**config.mk**
```make
export PLATFORM = sky130hd
export DESIGN_NAME = ebda_top
export DESIGN_NICKNAME = d
export VERILOG_FILES = /design/src/hdl/ebda_pkg.sv /design/src/hdl/ebda_abort_rec.sv /design/src/hdl/ebda_top.sv
export SDC_FILE = /design/constraint.sdc
export NUM_CORES = 1
export LEC_CHECK = 0
export ABC_AREA = 1
export BUFFER_PORTS_ARGS = -buffer_cell sky130_fd_sc_hd__buf_2
export CAP_MARGIN = 5
export CORE_MARGIN = 3
export CORE_UTILIZATION = 50
export CTS_BUF_LIST = sky130_fd_sc_hd__clkbuf_2 sky130_fd_sc_hd__clkbuf_4 sky130_fd_sc_hd__clkbuf_8
export CTS_CLUSTER_SIZE = 20
export DETAILED_ROUTE_END_ITERATION = 8
export HOLD_SLACK_MARGIN = 0.06
export PLACE_DENSITY_LB_ADDON = 0.12
export REMOVE_ABC_BUFFERS = 1
export SYNTH_ARGS = -nofsm -noshare
export SYNTH_HDL_FRONTEND = slang
export SYNTH_SLANG_ARGS = --single-unit
```
**constraint.sdc**
```tcl
create_clock -name sys_clk -period 5.41 [get_ports sys_clk]
set_clock_uncertainty 0.05 [all_clocks]
set_input_delay 0.541 -clock sys_clk [delete_from_list [all_inputs] [get_ports sys_clk]]
set_output_delay 0.541 -clock sys_clk [all_outputs]
set_load 0.05 [all_outputs]
```
**src/hdl/ebda_pkg.sv**
```systemverilog
// Constants and types shared by the external bus decode and abort logic
package ebda_pkg;
	localparam int          NUM_CS        = 8;
	localparam int          EXT_ADDR_W    = 24;
	localparam int          DATA_W        = 16;
	localparam int          BASE_W        = 12;
	localparam logic [31:0] REG_BASE      = 32'hffe00000;
	localparam logic [31:0] REG_SIZE      = 32'h00004000;
	localparam logic [31:0] VEC_PREFETCH  = 32'h0000000c;
	localparam logic [31:0] VEC_DATA      = 32'h00000010;
	localparam logic [1:0]  SIZE_BYTE     = 2'h0;
	localparam logic [1:0]  SIZE_HALF     = 2'h1;
	localparam logic [1:0]  SIZE_WORD     = 2'h2;
	localparam logic [1:0]  TYPE_READ     = 2'h0;
	localparam logic [1:0]  TYPE_WRITE    = 2'h1;
	localparam logic [1:0]  TYPE_FETCH    = 2'h2;
	localparam int          ST_UNDEF_POS  = 0;
	localparam int          ST_MISAL_POS  = 1;
	localparam int          ST_PROT_POS   = 2;
	localparam int          ST_SIZE_POS   = 8;
	localparam int          ST_TYPE_POS   = 10;
	localparam int          ST_W          = 16;
	localparam logic [31:0] ABORT_ADDR_RST = 32'h00000000;
	localparam logic [15:0] ABORT_STAT_RST = 16'h0000;
	localparam logic [2:0]  ALE_RST       = 3'h0;
	typedef enum logic [1:0] {
		ST_IDLE   = 2'b00,
		ST_LEAD   = 2'b01,
		ST_STROBE = 2'b11
	} ebda_state_t;
endpackage

```
**src/hdl/ebda_abort_rec.sv**
```systemverilog
// Abort address and status record
`timescale 1ns/100ps
module ebda_abort_rec (
	input  wire logic        sys_clk,
	input  wire logic        sys_rst,
	input  wire logic        clk_en,
	input  wire logic        capture,
	input  wire logic [31:0] fault_addr,
	input  wire logic [15:0] fault_status,
	output logic      [31:0] abort_address_reg,
	output logic      [15:0] abort_status_reg
);
	typedef struct packed {
		logic [31:0] addr;
		logic [15:0] stat;
	} ebda_rec_t;

	ebda_rec_t rec_q;
	ebda_rec_t rec_d;

	always_comb begin
		rec_d = rec_q;
		if (capture) begin
			rec_d.addr = fault_addr;
			rec_d.stat = fault_status;
		end
	end

	always_ff @(posedge sys_clk) begin
		if (sys_rst) begin
			rec_q.addr <= ebda_pkg::ABORT_ADDR_RST;
			rec_q.stat <= ebda_pkg::ABORT_STAT_RST;
		end else if (clk_en) begin
			rec_q <= rec_d;
		end
	end

	assign abort_address_reg = rec_q.addr;
	assign abort_status_reg  = rec_q.stat;
endmodule // ebda_abort_rec

```
**src/hdl/ebda_top.sv**
```systemverilog
// External bus front end: decode, chip selects, strobes and aborts
//
// Function
// - 24-bit address, eight selects, upper lines shared
// - 16-bit data bus for 8/16-bit devices
// - 8-bit uses A0-A23, 16-bit ignores A0
// - Base and page decode, image repeats
// - Unmapped address gives prefetch or data abort
// - Overlap asserts all, lowest select configures
// - Abort overwrites address record, last kept
// - Reset clears abort address and status
// - Status holds undefined, misaligned, size, type
// - Internal access: address held, pins quiet
// - Selects 0-3 low, 4-7 high active
// - Four to eight active chip selects
// - Separate strobes, single-cycle access possible
// - Protected register region needs privileged mode
// - Control field picks shared lines, default none
// - Per-select 8 or 16-bit width
// - Per-select byte-write or byte-select scheme
// - Standard read until early read chosen
`timescale 1ns/100ps
module ebda_top #(
	parameter int NCS = ebda_pkg::NUM_CS
) (
	input  wire logic                  sys_clk,
	input  wire logic                  sys_rst,
	input  wire logic                  clk_en,
	input  wire logic                  req_valid,
	output logic                       req_ready,
	input  wire logic [31:0]           req_addr,
	input  wire logic                  req_write,
	input  wire logic                  req_fetch,
	input  wire logic [1:0]            req_size,
	input  wire logic                  req_user,
	input  wire logic                  req_internal,
	input  wire logic [31:0]           req_wdata,
	output logic      [31:0]           rd_data,
	output logic                       rd_valid,
	input  wire logic [NCS-1:0]        cs_enable,
	input  wire logic [NCS-1:0][11:0]  cs_base,
	input  wire logic [NCS-1:0][1:0]   cs_page,
	input  wire logic [NCS-1:0]        data_width_field,
	input  wire logic [NCS-1:0]        byte_access_type_field,
	input  wire logic [2:0]            mcr_ale,
	input  wire logic                  mcr_early_read,
	input  wire logic                  protection_mode_input,
	output logic      [23:0]           ext_addr,
	output logic      [3:0]            low_active_selects_n,
	output logic                       read_strobe_n,
	output logic      [1:0]            byte_write_strobes_n,
	output logic      [15:0]           data_o,
	output logic                       data_oe,
	input  wire logic [15:0]           data_i,
	input  wire logic                  wait_request_n,
	output logic                       abort_prefetch,
	output logic                       abort_data,
	output logic      [31:0]           abort_address_reg,
	output logic      [15:0]           abort_status_reg
);
	typedef struct packed {
		ebda_pkg::ebda_state_t st;
		logic [31:0]           addr;
		logic [1:0]            beats;
		logic [7:0]            hit;
		logic                  wide;
		logic                  bsel;
		logic                  wr;
		logic [1:0]            size;
		logic [15:0]           dout;
		logic                  doe;
		logic [31:0]           rd;
		logic                  rd_valid;
		logic                  last_wr;
		logic                  ab_pre;
		logic                  ab_dat;
		logic [23:0]           pin_addr;
	} ebda_regs_t;

	ebda_regs_t q;
	ebda_regs_t d;
	logic [7:0]  hits;
	logic [2:0]  sel;
	logic        misal;
	logic        in_reg;
	logic        prot_bad;
	logic        abort_ev;
	logic [15:0] fault_status;
	logic        busy;
	logic        strobe;
	logic        lane_lo;
	logic        lane_hi;

	// Page match on the upper bits, low base bits masked by page size
	function automatic logic cs_match(input logic [31:0] a, input logic [11:0] base,
		input logic [1:0] page);
		logic [11:0] mask;
		mask = 12'hfff << (2 * page);
		return ((a[31:20] & mask) == (base & mask));
	endfunction

	// Remaining beats minus one for a size on a bus width
	function automatic logic [1:0] beats_of(input logic [1:0] size, input logic wide);
		logic [1:0] b;
		b = 2'h0;
		if (size == ebda_pkg::SIZE_HALF)
			b = wide ? 2'h0 : 2'h1;
		else if (size == ebda_pkg::SIZE_WORD)
			b = wide ? 2'h1 : 2'h3;
		return b;
	endfunction

	// Write data placed on the external lanes
	function automatic logic [15:0] lane_data(input logic [31:0] w, input logic [1:0] off,
		input logic [1:0] size, input logic wide);
		logic [7:0]  b;
		logic [15:0] h;
		b = w[8*off +: 8];
		h = w[16*off[1] +: 16];
		if (!wide)
			return {8'h00, b};
		return (size == ebda_pkg::SIZE_BYTE) ? {b, b} : h;
	endfunction

	always_comb begin
		hits = 8'h00;
		for (int i = 0; i < NCS; i++) begin
			if (cs_enable[i] && cs_match(req_addr, cs_base[i], cs_page[i]))
				hits[i] = (i < 4) || (mcr_ale > 3'(i - 4));
		end
		sel = 3'h0;
		for (int i = NCS - 1; i >= 0; i--) begin
			if (hits[i])
				sel = 3'(i);
		end
	end

	assign misal = ((req_size == ebda_pkg::SIZE_HALF) && req_addr[0]) ||
		((req_size == ebda_pkg::SIZE_WORD) && (req_addr[1:0] != 2'h0));
	assign in_reg = (req_addr >= ebda_pkg::REG_BASE) &&
		(req_addr < ebda_pkg::REG_BASE + ebda_pkg::REG_SIZE);
	assign prot_bad = in_reg && protection_mode_input && req_user;

	always_comb begin
		fault_status = 16'h0000;
		fault_status[ebda_pkg::ST_UNDEF_POS] = !prot_bad && (hits == 8'h00);
		fault_status[ebda_pkg::ST_MISAL_POS] = !prot_bad && misal;
		fault_status[ebda_pkg::ST_PROT_POS] = prot_bad;
		fault_status[ebda_pkg::ST_SIZE_POS +: 2] = req_size;
		fault_status[ebda_pkg::ST_TYPE_POS +: 2] = req_fetch ? ebda_pkg::TYPE_FETCH :
			(req_write ? ebda_pkg::TYPE_WRITE : ebda_pkg::TYPE_READ);
	end

	always_comb begin
		d = q;
		d.rd_valid = 1'b0;
		d.ab_pre = 1'b0;
		d.ab_dat = 1'b0;
		req_ready = 1'b0;
		abort_ev = 1'b0;
		case (q.st)
			ebda_pkg::ST_IDLE: begin
				if (req_valid) begin
					if (prot_bad || (!req_internal && !in_reg && ((hits == 8'h00) || misal))) begin
						req_ready = 1'b1;
						abort_ev = 1'b1;
						d.ab_pre = req_fetch;
						d.ab_dat = !req_fetch;
					end else if (req_internal || in_reg) begin
						req_ready = 1'b1;
					end else begin
						d.addr = req_addr;
						d.hit = hits;
						d.wide = data_width_field[sel];
						d.bsel = byte_access_type_field[sel];
						d.wr = req_write;
						d.size = req_size;
						d.beats = beats_of(req_size, data_width_field[sel]);
						d.dout = lane_data(req_wdata, req_addr[1:0], req_size,
							data_width_field[sel]);
						d.doe = req_write;
						d.pin_addr = req_addr[23:0];
						d.rd = 32'h00000000;
						d.st = (req_write || !mcr_early_read || q.last_wr) ?
							ebda_pkg::ST_LEAD : ebda_pkg::ST_STROBE;
					end
				end
			end
			ebda_pkg::ST_LEAD: begin
				d.st = ebda_pkg::ST_STROBE;
			end
			ebda_pkg::ST_STROBE: begin
				if (wait_request_n) begin
					if (!q.wr) begin
						if (q.size == ebda_pkg::SIZE_BYTE && q.wide)
							d.rd[8*q.addr[1:0] +: 8] = q.addr[0] ? data_i[15:8] : data_i[7:0];
						else if (q.wide)
							d.rd[16*q.addr[1] +: 16] = data_i;
						else
							d.rd[8*q.addr[1:0] +: 8] = data_i[7:0];
					end
					if (q.beats == 2'h0) begin
						req_ready = 1'b1;
						d.st = ebda_pkg::ST_IDLE;
						d.doe = 1'b0;
						d.rd_valid = !q.wr;
						d.last_wr = q.wr;
					end else begin
						d.beats = q.beats - 2'h1;
						d.addr = q.addr + (q.wide ? 32'h2 : 32'h1);
						d.pin_addr = d.addr[23:0];
						d.dout = lane_data(req_wdata, d.addr[1:0], q.size, q.wide);
						d.st = (q.wr || !mcr_early_read) ? ebda_pkg::ST_LEAD : ebda_pkg::ST_STROBE;
					end
				end
			end
			default: begin
				d.st = ebda_pkg::ST_IDLE;
			end
		endcase
	end

	always_ff @(posedge sys_clk) begin
		if (sys_rst)
			q <= '0;
		else if (clk_en)
			q <= d;
	end

	ebda_abort_rec u_abort_rec (
		.sys_clk           (sys_clk),
		.sys_rst           (sys_rst),
		.clk_en            (clk_en),
		.capture           (abort_ev),
		.fault_addr        (req_addr),
		.fault_status      (fault_status),
		.abort_address_reg (abort_address_reg),
		.abort_status_reg  (abort_status_reg)
	);

	assign busy = (q.st != ebda_pkg::ST_IDLE);
	assign strobe = (q.st == ebda_pkg::ST_STROBE);
	assign lane_lo = (q.size != ebda_pkg::SIZE_BYTE) || !q.addr[0];
	assign lane_hi = (q.size != ebda_pkg::SIZE_BYTE) || q.addr[0];

	always_comb begin
		ext_addr = q.pin_addr;
		if (q.wide && q.bsel)
			ext_addr[0] = !(busy && lane_lo);
		for (int k = 0; k < 4; k++) begin
			if (mcr_ale > 3'(k))
				ext_addr[23-k] = busy && q.hit[4+k];
		end
		low_active_selects_n = ~(q.hit[3:0] & {4{busy}});
		read_strobe_n = !(strobe && !q.wr);
		if (!q.wide)
			byte_write_strobes_n = {1'b1, !(strobe && q.wr)};
		else if (q.bsel)
			byte_write_strobes_n = {!(busy && lane_hi), !(strobe && q.wr)};
		else
			byte_write_strobes_n = {!(strobe && q.wr && lane_hi), !(strobe && q.wr && lane_lo)};
	end

	assign data_o = q.dout;
	assign data_oe = q.doe;
	assign rd_data = q.rd;
	assign rd_valid = q.rd_valid;
	assign abort_prefetch = q.ab_pre;
	assign abort_data = q.ab_dat;
endmodule // ebda_top

```
Word level (Yosys, flattened, before mapping) --
Index checks and enable logic that the tools add are counted. Widths: inputs -> output; s select.
Storage, ports and cells: bits of input ports 232, word-level logic and storage cells 241, register bits after elaboration 165, output and inout bits 132
Cells by class: add/sub/neg operators 4, eq/ne operators 19, muxes and demuxes 89, reductions and logical operators 67, order comparisons 7, shift-type cells 17, bitwise gates (word level) 20
Operators with widths (number):
- $mux 98 | 3
- $and 12x12->12 | 16
- $mux 16 | 7
- $pmux 49 s2 | 1
- $bwmux 32 | 3
- $eq 12x12->1 | 8
- $mux 24 | 4
- $mux 32 | 3
- $shl 12x3->12 const A | 8
- $neg 5->34 | 2
- $pmux 34 s2 | 1
- $shiftx 8x34->32 | 2
- $shiftx 32x6->16 | 2
- $shiftx 32x6->8 | 2
- $mux 51 | 1
- $pmux 24 s2 | 1
- $mux 36 | 1
- $mux 1 | 35
- $mux 34 | 1
- $shift 16x34->32 const A | 1
- $shift 8x34->32 const A | 1
- $shiftx 16x34->32 | 1
- $add 32x2->32 | 1
- $ge 32x32->1 const B | 1
- other kinds (29) | 117

Depth between registers and ports, before layout --
depth in word-level cells 25, mapped depth 24, gate-level depth less buffers 22

Hierarchy --
A second synthesis with hierarchy kept.
Second synthesis, totals: cells, all modules 1962, area, all modules 12107.9 sq um
By module, submodules not included:
- ebda_top | seq. area each 2362.3 sq um, area an instance 10131.0 sq um, times used 1, cells an instance 1657
- ebda_abort_rec | seq. area each 960.9 sq um, area an instance 1976.9 sq um, times used 1, cells an instance 305

Worst setup path after synthesis --
No wires, ideal clock.
path kind input to output, start input req_addr[21], end output req_ready, data arrival time 2931 ps, cell stages on the path 10, setup slack 1888 ps, path buffers 2, data required time 4819 ps, path through buf_4 -> inv_1 -> nor4_1 -> inv_1 -> nor4_1 -> nand3_1 -> nand4_4 -> clkbuf_1 -> nand3_1 -> a21oi_1
Between the ends: cells in the longest elaborated chain, start to end 11, elaborated cells between the ends (all ways) 48, those cells by class order compare (2); eq/ne (8); mux (12); bitwise (8); reduce/logical (18)
Ends and longest elaborated chain:
- start: declaration | line ebda_top.sv:31 | input wire logic [31:0] req_addr,
- parallel branches: the longest is 8 deep, another holds $ge 32x32->1
- $mux 1 * | line ebda_top.sv:164 | if (prot_bad || (!req_internal && !in_reg && ((hits == 8'h00) || misal))) begin
- $mux 1 * | line ebda_top.sv:163 | if (req_valid) begin
- $pmux 1 s2 * | line ebda_top.sv:161 | case (q.st)
- end: declaration | line ebda_top.sv:30 | output logic req_ready,
Every way passes the cells marked *.

Worst setup path after layout --
start register q[81] (netlist bit), end register q, in the netlist rd_data[18]
Between the ends: cells in the longest elaborated chain, start to end 5, elaborated cells between the ends (all ways) 6, those cells by class mux (5); reduce/logical (1)
Ends and longest elaborated chain:
- start: declaration | line ebda_top.sv:80 | ebda_regs_t q;
- start signal: assignment | line ebda_top.sv:225 | q <= '0;
- start signal: assignment | line ebda_top.sv:227 | q <= d;
- $mux 32 / $logic_and 1x1->1 (equally long branches) | line ebda_top.sv:197, ebda_top.sv:195
- $mux 32 * | line ebda_top.sv:195 | if (q.size == ebda_pkg::SIZE_BYTE && q.wide)
- $mux 32 * | line ebda_top.sv:194 | if (!q.wr) begin
- $mux 51 * | line ebda_top.sv:193 | if (wait_request_n) begin
- $pmux 49 s2 * | line ebda_top.sv:161
Mark *: on every way between the ends. The rest lies on a longest branch, timed or not. The select of a mux whose other input is x is not followed. A chain may end at the register's enable or synchronous reset.

==> summary.txt <==
Status
  • Status: finished clean

Synth
  • Mapped Avg Cell Area: 6.128 um^2
  • Asr flop ratio synth: 0%
  • Sequential fraction of the synthesis area: 28.15%
  • Post-synth EDFFs: 0
  • Cell area after synthesis: 11170 um^2
  • Yosys warning count: 0
  • Cells after synthesis: 1822
  • FF+latch count, synth: 157
  • Prevailing post-synth register cell: dfxtp_1
  • Cell variety after synth: 51

STA
  • Final Hold Viols: 0
  • Setup_tns: 0 ns
  • Worst hold slack: 0.2658 ns
  • Fmax: 0.2718 GHz
  • Fin crit share: 68.02%
  • RSZ-0062 raised after global routing: no
  • Min Clock Period, post-route: 3.680 ns
  • Least-Margin Pin Slew: 1.202 ns
  • Slew Limit Fails: 0
  • Final Worst Setup Slack: 1.730 ns
  • Final setup viols: 0
  • Relative slew slack: 19.30%

Power
  • Power Total: 0.002725 W
  • P_leak: 6.453 nW
  • Internal: 0.001895 W
  • Psw: 0.0008298 W
  • Peak supply drop: 0.1121 mV
  • Combinational share of power: 17.8%
  • Clk pwr share: 38.8%
  • Sw frac: 30.45%
  • Sequential share of power: 43.4%
  • Pwr/cell area: 211.1 nW/um^2

Cells and area
  • Layout cells sized above 1: 20.81%
  • Synthesis-to-finish area growth: 15.58%
  • NumNets Final: 2293
  • Largest register FFs: 47
  • Post-route cell area: 12900 um^2
  • Commonest non-fill, non-tap cell in the layout: nand2_1
  • Most frequent cells in the layout: nand2_1, buf_2, nor2_1

Detailed routing
  • Via count: 12552
  • Wl on met1: 15910 um
  • DRT Pass-1 Iters: 8
  • DRT antenna net count: 0
  • Initial DRC count: 1000
  • Vias per cell: 5.341
  • Met2 Routed Length: 17750 um
  • Wirelength per Cell: 16.17 um
  • Routed wl met3: 2527 um
  • DRC Markers: 0
  • Max Used Layer: met4
  • Detailed Route WL: 38010 um

Clock tree
  • Clock root buffer: clkbuf_8
  • Clock slew at the register clock pins of the worst setup and hold paths: 0.09 ns
  • CTS max path bufs: 2
  • CTS H-tree depth: 4
  • Cts hold-fix bufs: 0
  • Clk_lat worst skew: 0.47 ns
  • CTS tree: built
  • Clock Sinks: 157
  • Post-CTS Setup Bufs: 0
  • Clock buffer count from CTS: 17
  • Post-CTS sizing: 0

Worst setup path
  • Max incr delay on CP: 0.77 ns
  • End point of the critical path: rd_data[18]
  • R2R depth: 11
  • CP startpoint: q[81]
  • CP Max Fanout: 23
  • CP cell instances: inv_1 -> nor2_1 -> inv_1 -> nor2_1 -> nand2_1 -> o21ai_0 -> inv_1 -> nand4_2 -> nand2_1 -> o21ai_1 -> nor2_1
  • Startpoint class of the critical path: register
  • RR Startpoint: q[81]
  • R2r setup slk: 1.73 ns
  • Crit-path slowest cell: nor2_1
  • CP endpoint kind: register
  • CP Data Required Time: 5.69 ns
  • R2R Path End: rd_data[18]
  • Data arrival, critical path: 3.96 ns
  • WS Path Type: register to register

Die
  • Initial Utilization: 51.01%
  • Die ar.: 24160 um^2
  • Die width: 155.4 um
  • Placement Rows: 54
  • # IOs: 364
  • DIE HEIGHT: 155.4 um
  • Area of the core: 21890 um^2

Global route
  • Vias in the first global route: 11267
  • Overflow left after global routing: 0
  • GRT Total Usage: 29.99%
  • First-pass GRT wire length: 58420 um
  • Largest net degree at the start of global routing: 71
  • Initial antenna violation count: 8

Placed design
  • GPL Wtd Cong: 0.9611
  • Dpl hpwl: 28770 um
  • Post-DP Area: 12420 um^2
  • Dpl ws: 1.531 ns
  • I/O Buffers: 354

Hold path
  • Worst hold path class: input port to register

Flow run
  • Max-cap violations: 0
==> cell usage after synthesis, types with 2 or more instances <==
| cell | instances | area, um^2 |
|---|---|---|
| nand2_1 | 375 | 1408 |
| nor2_1 | 239 | 897.1 |
| o21ai_0 | 232 | 1161 |
| inv_1 | 190 | 713.2 |
| dfxtp_1 | 157 | 3143 |
| a21oi_1 | 140 | 700.7 |
| nand3_1 | 85 | 425.4 |
| buf_4 | 81 | 608.1 |
| clkbuf_1 | 48 | 180.2 |
| nor3_1 | 37 | 185.2 |
| buf_2 | 28 | 140.1 |
| xnor2_1 | 25 | 219.0 |
| o21ai_1 | 24 | 120.1 |
| xor2_1 | 22 | 192.7 |
| o22ai_1 | 15 | 93.84 |
| nand4_1 | 14 | 87.58 |
| ha_1 | 11 | 137.6 |
| nand3b_1 | 11 | 82.58 |
| or2_2 | 9 | 56.30 |
| o21a_1 | 8 | 60.06 |
| inv_2 | 7 | 26.28 |
| nor4_1 | 7 | 43.79 |
| nand4_2 | 5 | 62.56 |
| clkinv_1 | 4 | 15.01 |
| nand2_2 | 4 | 25.02 |
| o31ai_1 | 4 | 30.03 |
| o32ai_1 | 4 | 35.03 |
| a211oi_1 | 3 | 22.52 |
| buf_6 | 3 | 33.78 |
| o21bai_1 | 3 | 22.52 |
| a21boi_1 | 2 | 15.01 |
| a21o_1 | 2 | 15.01 |
| a31oi_1 | 2 | 12.51 |
| buf_1 | 2 | 7.510 |
| nand3_2 | 2 | 20.02 |
| or2_1 | 2 | 12.51 |
==> power groups by stage <==
| stage | logic (W) | registers, W | clock network, W |
|---|---|---|---|
| 4_1_cts | 0.000481 | 0.00118 | 0.00107 |
| 2_1_floorplan | 0.000213 | 0.00127 | 0 |
| 3_3_place_gp | 0.000475 | 0.00121 | 0 |
| 6_report | 0.000484 | 0.00118 | 0.00106 |
| 5_1_grt | 0.000532 | 0.00118 | 0.00112 |
| 3_5_place_dp | 0.000479 | 0.00121 | 0 |
==> worst min path at each step <==
stage                                             end  depth (start not counted)         start  slack (ns)
global route        u_abort_rec.abort_address_reg[13]                          3  req_addr[13]        0.27
finish              u_abort_rec.abort_address_reg[12]                          3  req_addr[12]        0.27
detailed placement                        ext_addr[1]                          2   ext_addr[1]        0.39
global placement                          ext_addr[1]                          2   ext_addr[1]        0.38
CTS                 u_abort_rec.abort_address_reg[12]                          3  req_addr[12]        0.23
floorplan                                        q[0]                          2          q[0]        0.38
==> critical path, delay by kind of cell (launching register included) <==
| family | cells | cell delay [ns] |
|---|---|---|
| DFF | 1 | 0.64 |
| buffers and inverters | 3 | 0.74 |
| AOI/OAI and AO/OA | 2 | 0.21 |
| and+or+nand+nor | 6 | 1.90 |
==> logic make-up (layout without fill, tap and decap cells) <==
kind of cell | after synthesis | after routing | share of synthesized area (%)
buf+inv | 364 | 596 | 15.49
other cells | 1 | 17 | 0.03358
flops | 157 | 157 | 28.15
xor+xnor | 47 | 47 | 3.687
compound gates | 445 | 445 | 20.97
simple gates | 796 | 796 | 30.27
fa+ha+maj | 12 | 12 | 1.412
==> per-stage QoR <==
stage	util (%)	instances
CTS	58.86	2342
floorplan	-	1668
finish	58.95	2350
global placement	56.73	2310
detailed placement	56.73	2310
global route	58.94	2349
==> area by class of cell <==
class / instances / area, um^2
fill: 2242 / 8986
multi-input combinational: 1309 / 6334
sequential: 157 / 3143
timing repair buffer: 362 / 1832
inverter: 202 / 759.5
tap: 280 / 350.3
clock buffer: 17 / 234.0
clock inverter: 15 / 232.7
antenna: 8 / 20.02
==> routing by layer <==
| metal | vias to the layer above | track usage (%) |
|---|---|---|
| li1 | 6293 | - |
| met1 | 5654 | 38.17 |
| met2 | 512 | 48.37 |
| met3 | 93 | 4.979 |
| met4 | 0 | 16.51 |
| met5 | - | 0 |
Note: power is estimated with default switching activity, not from simulation.
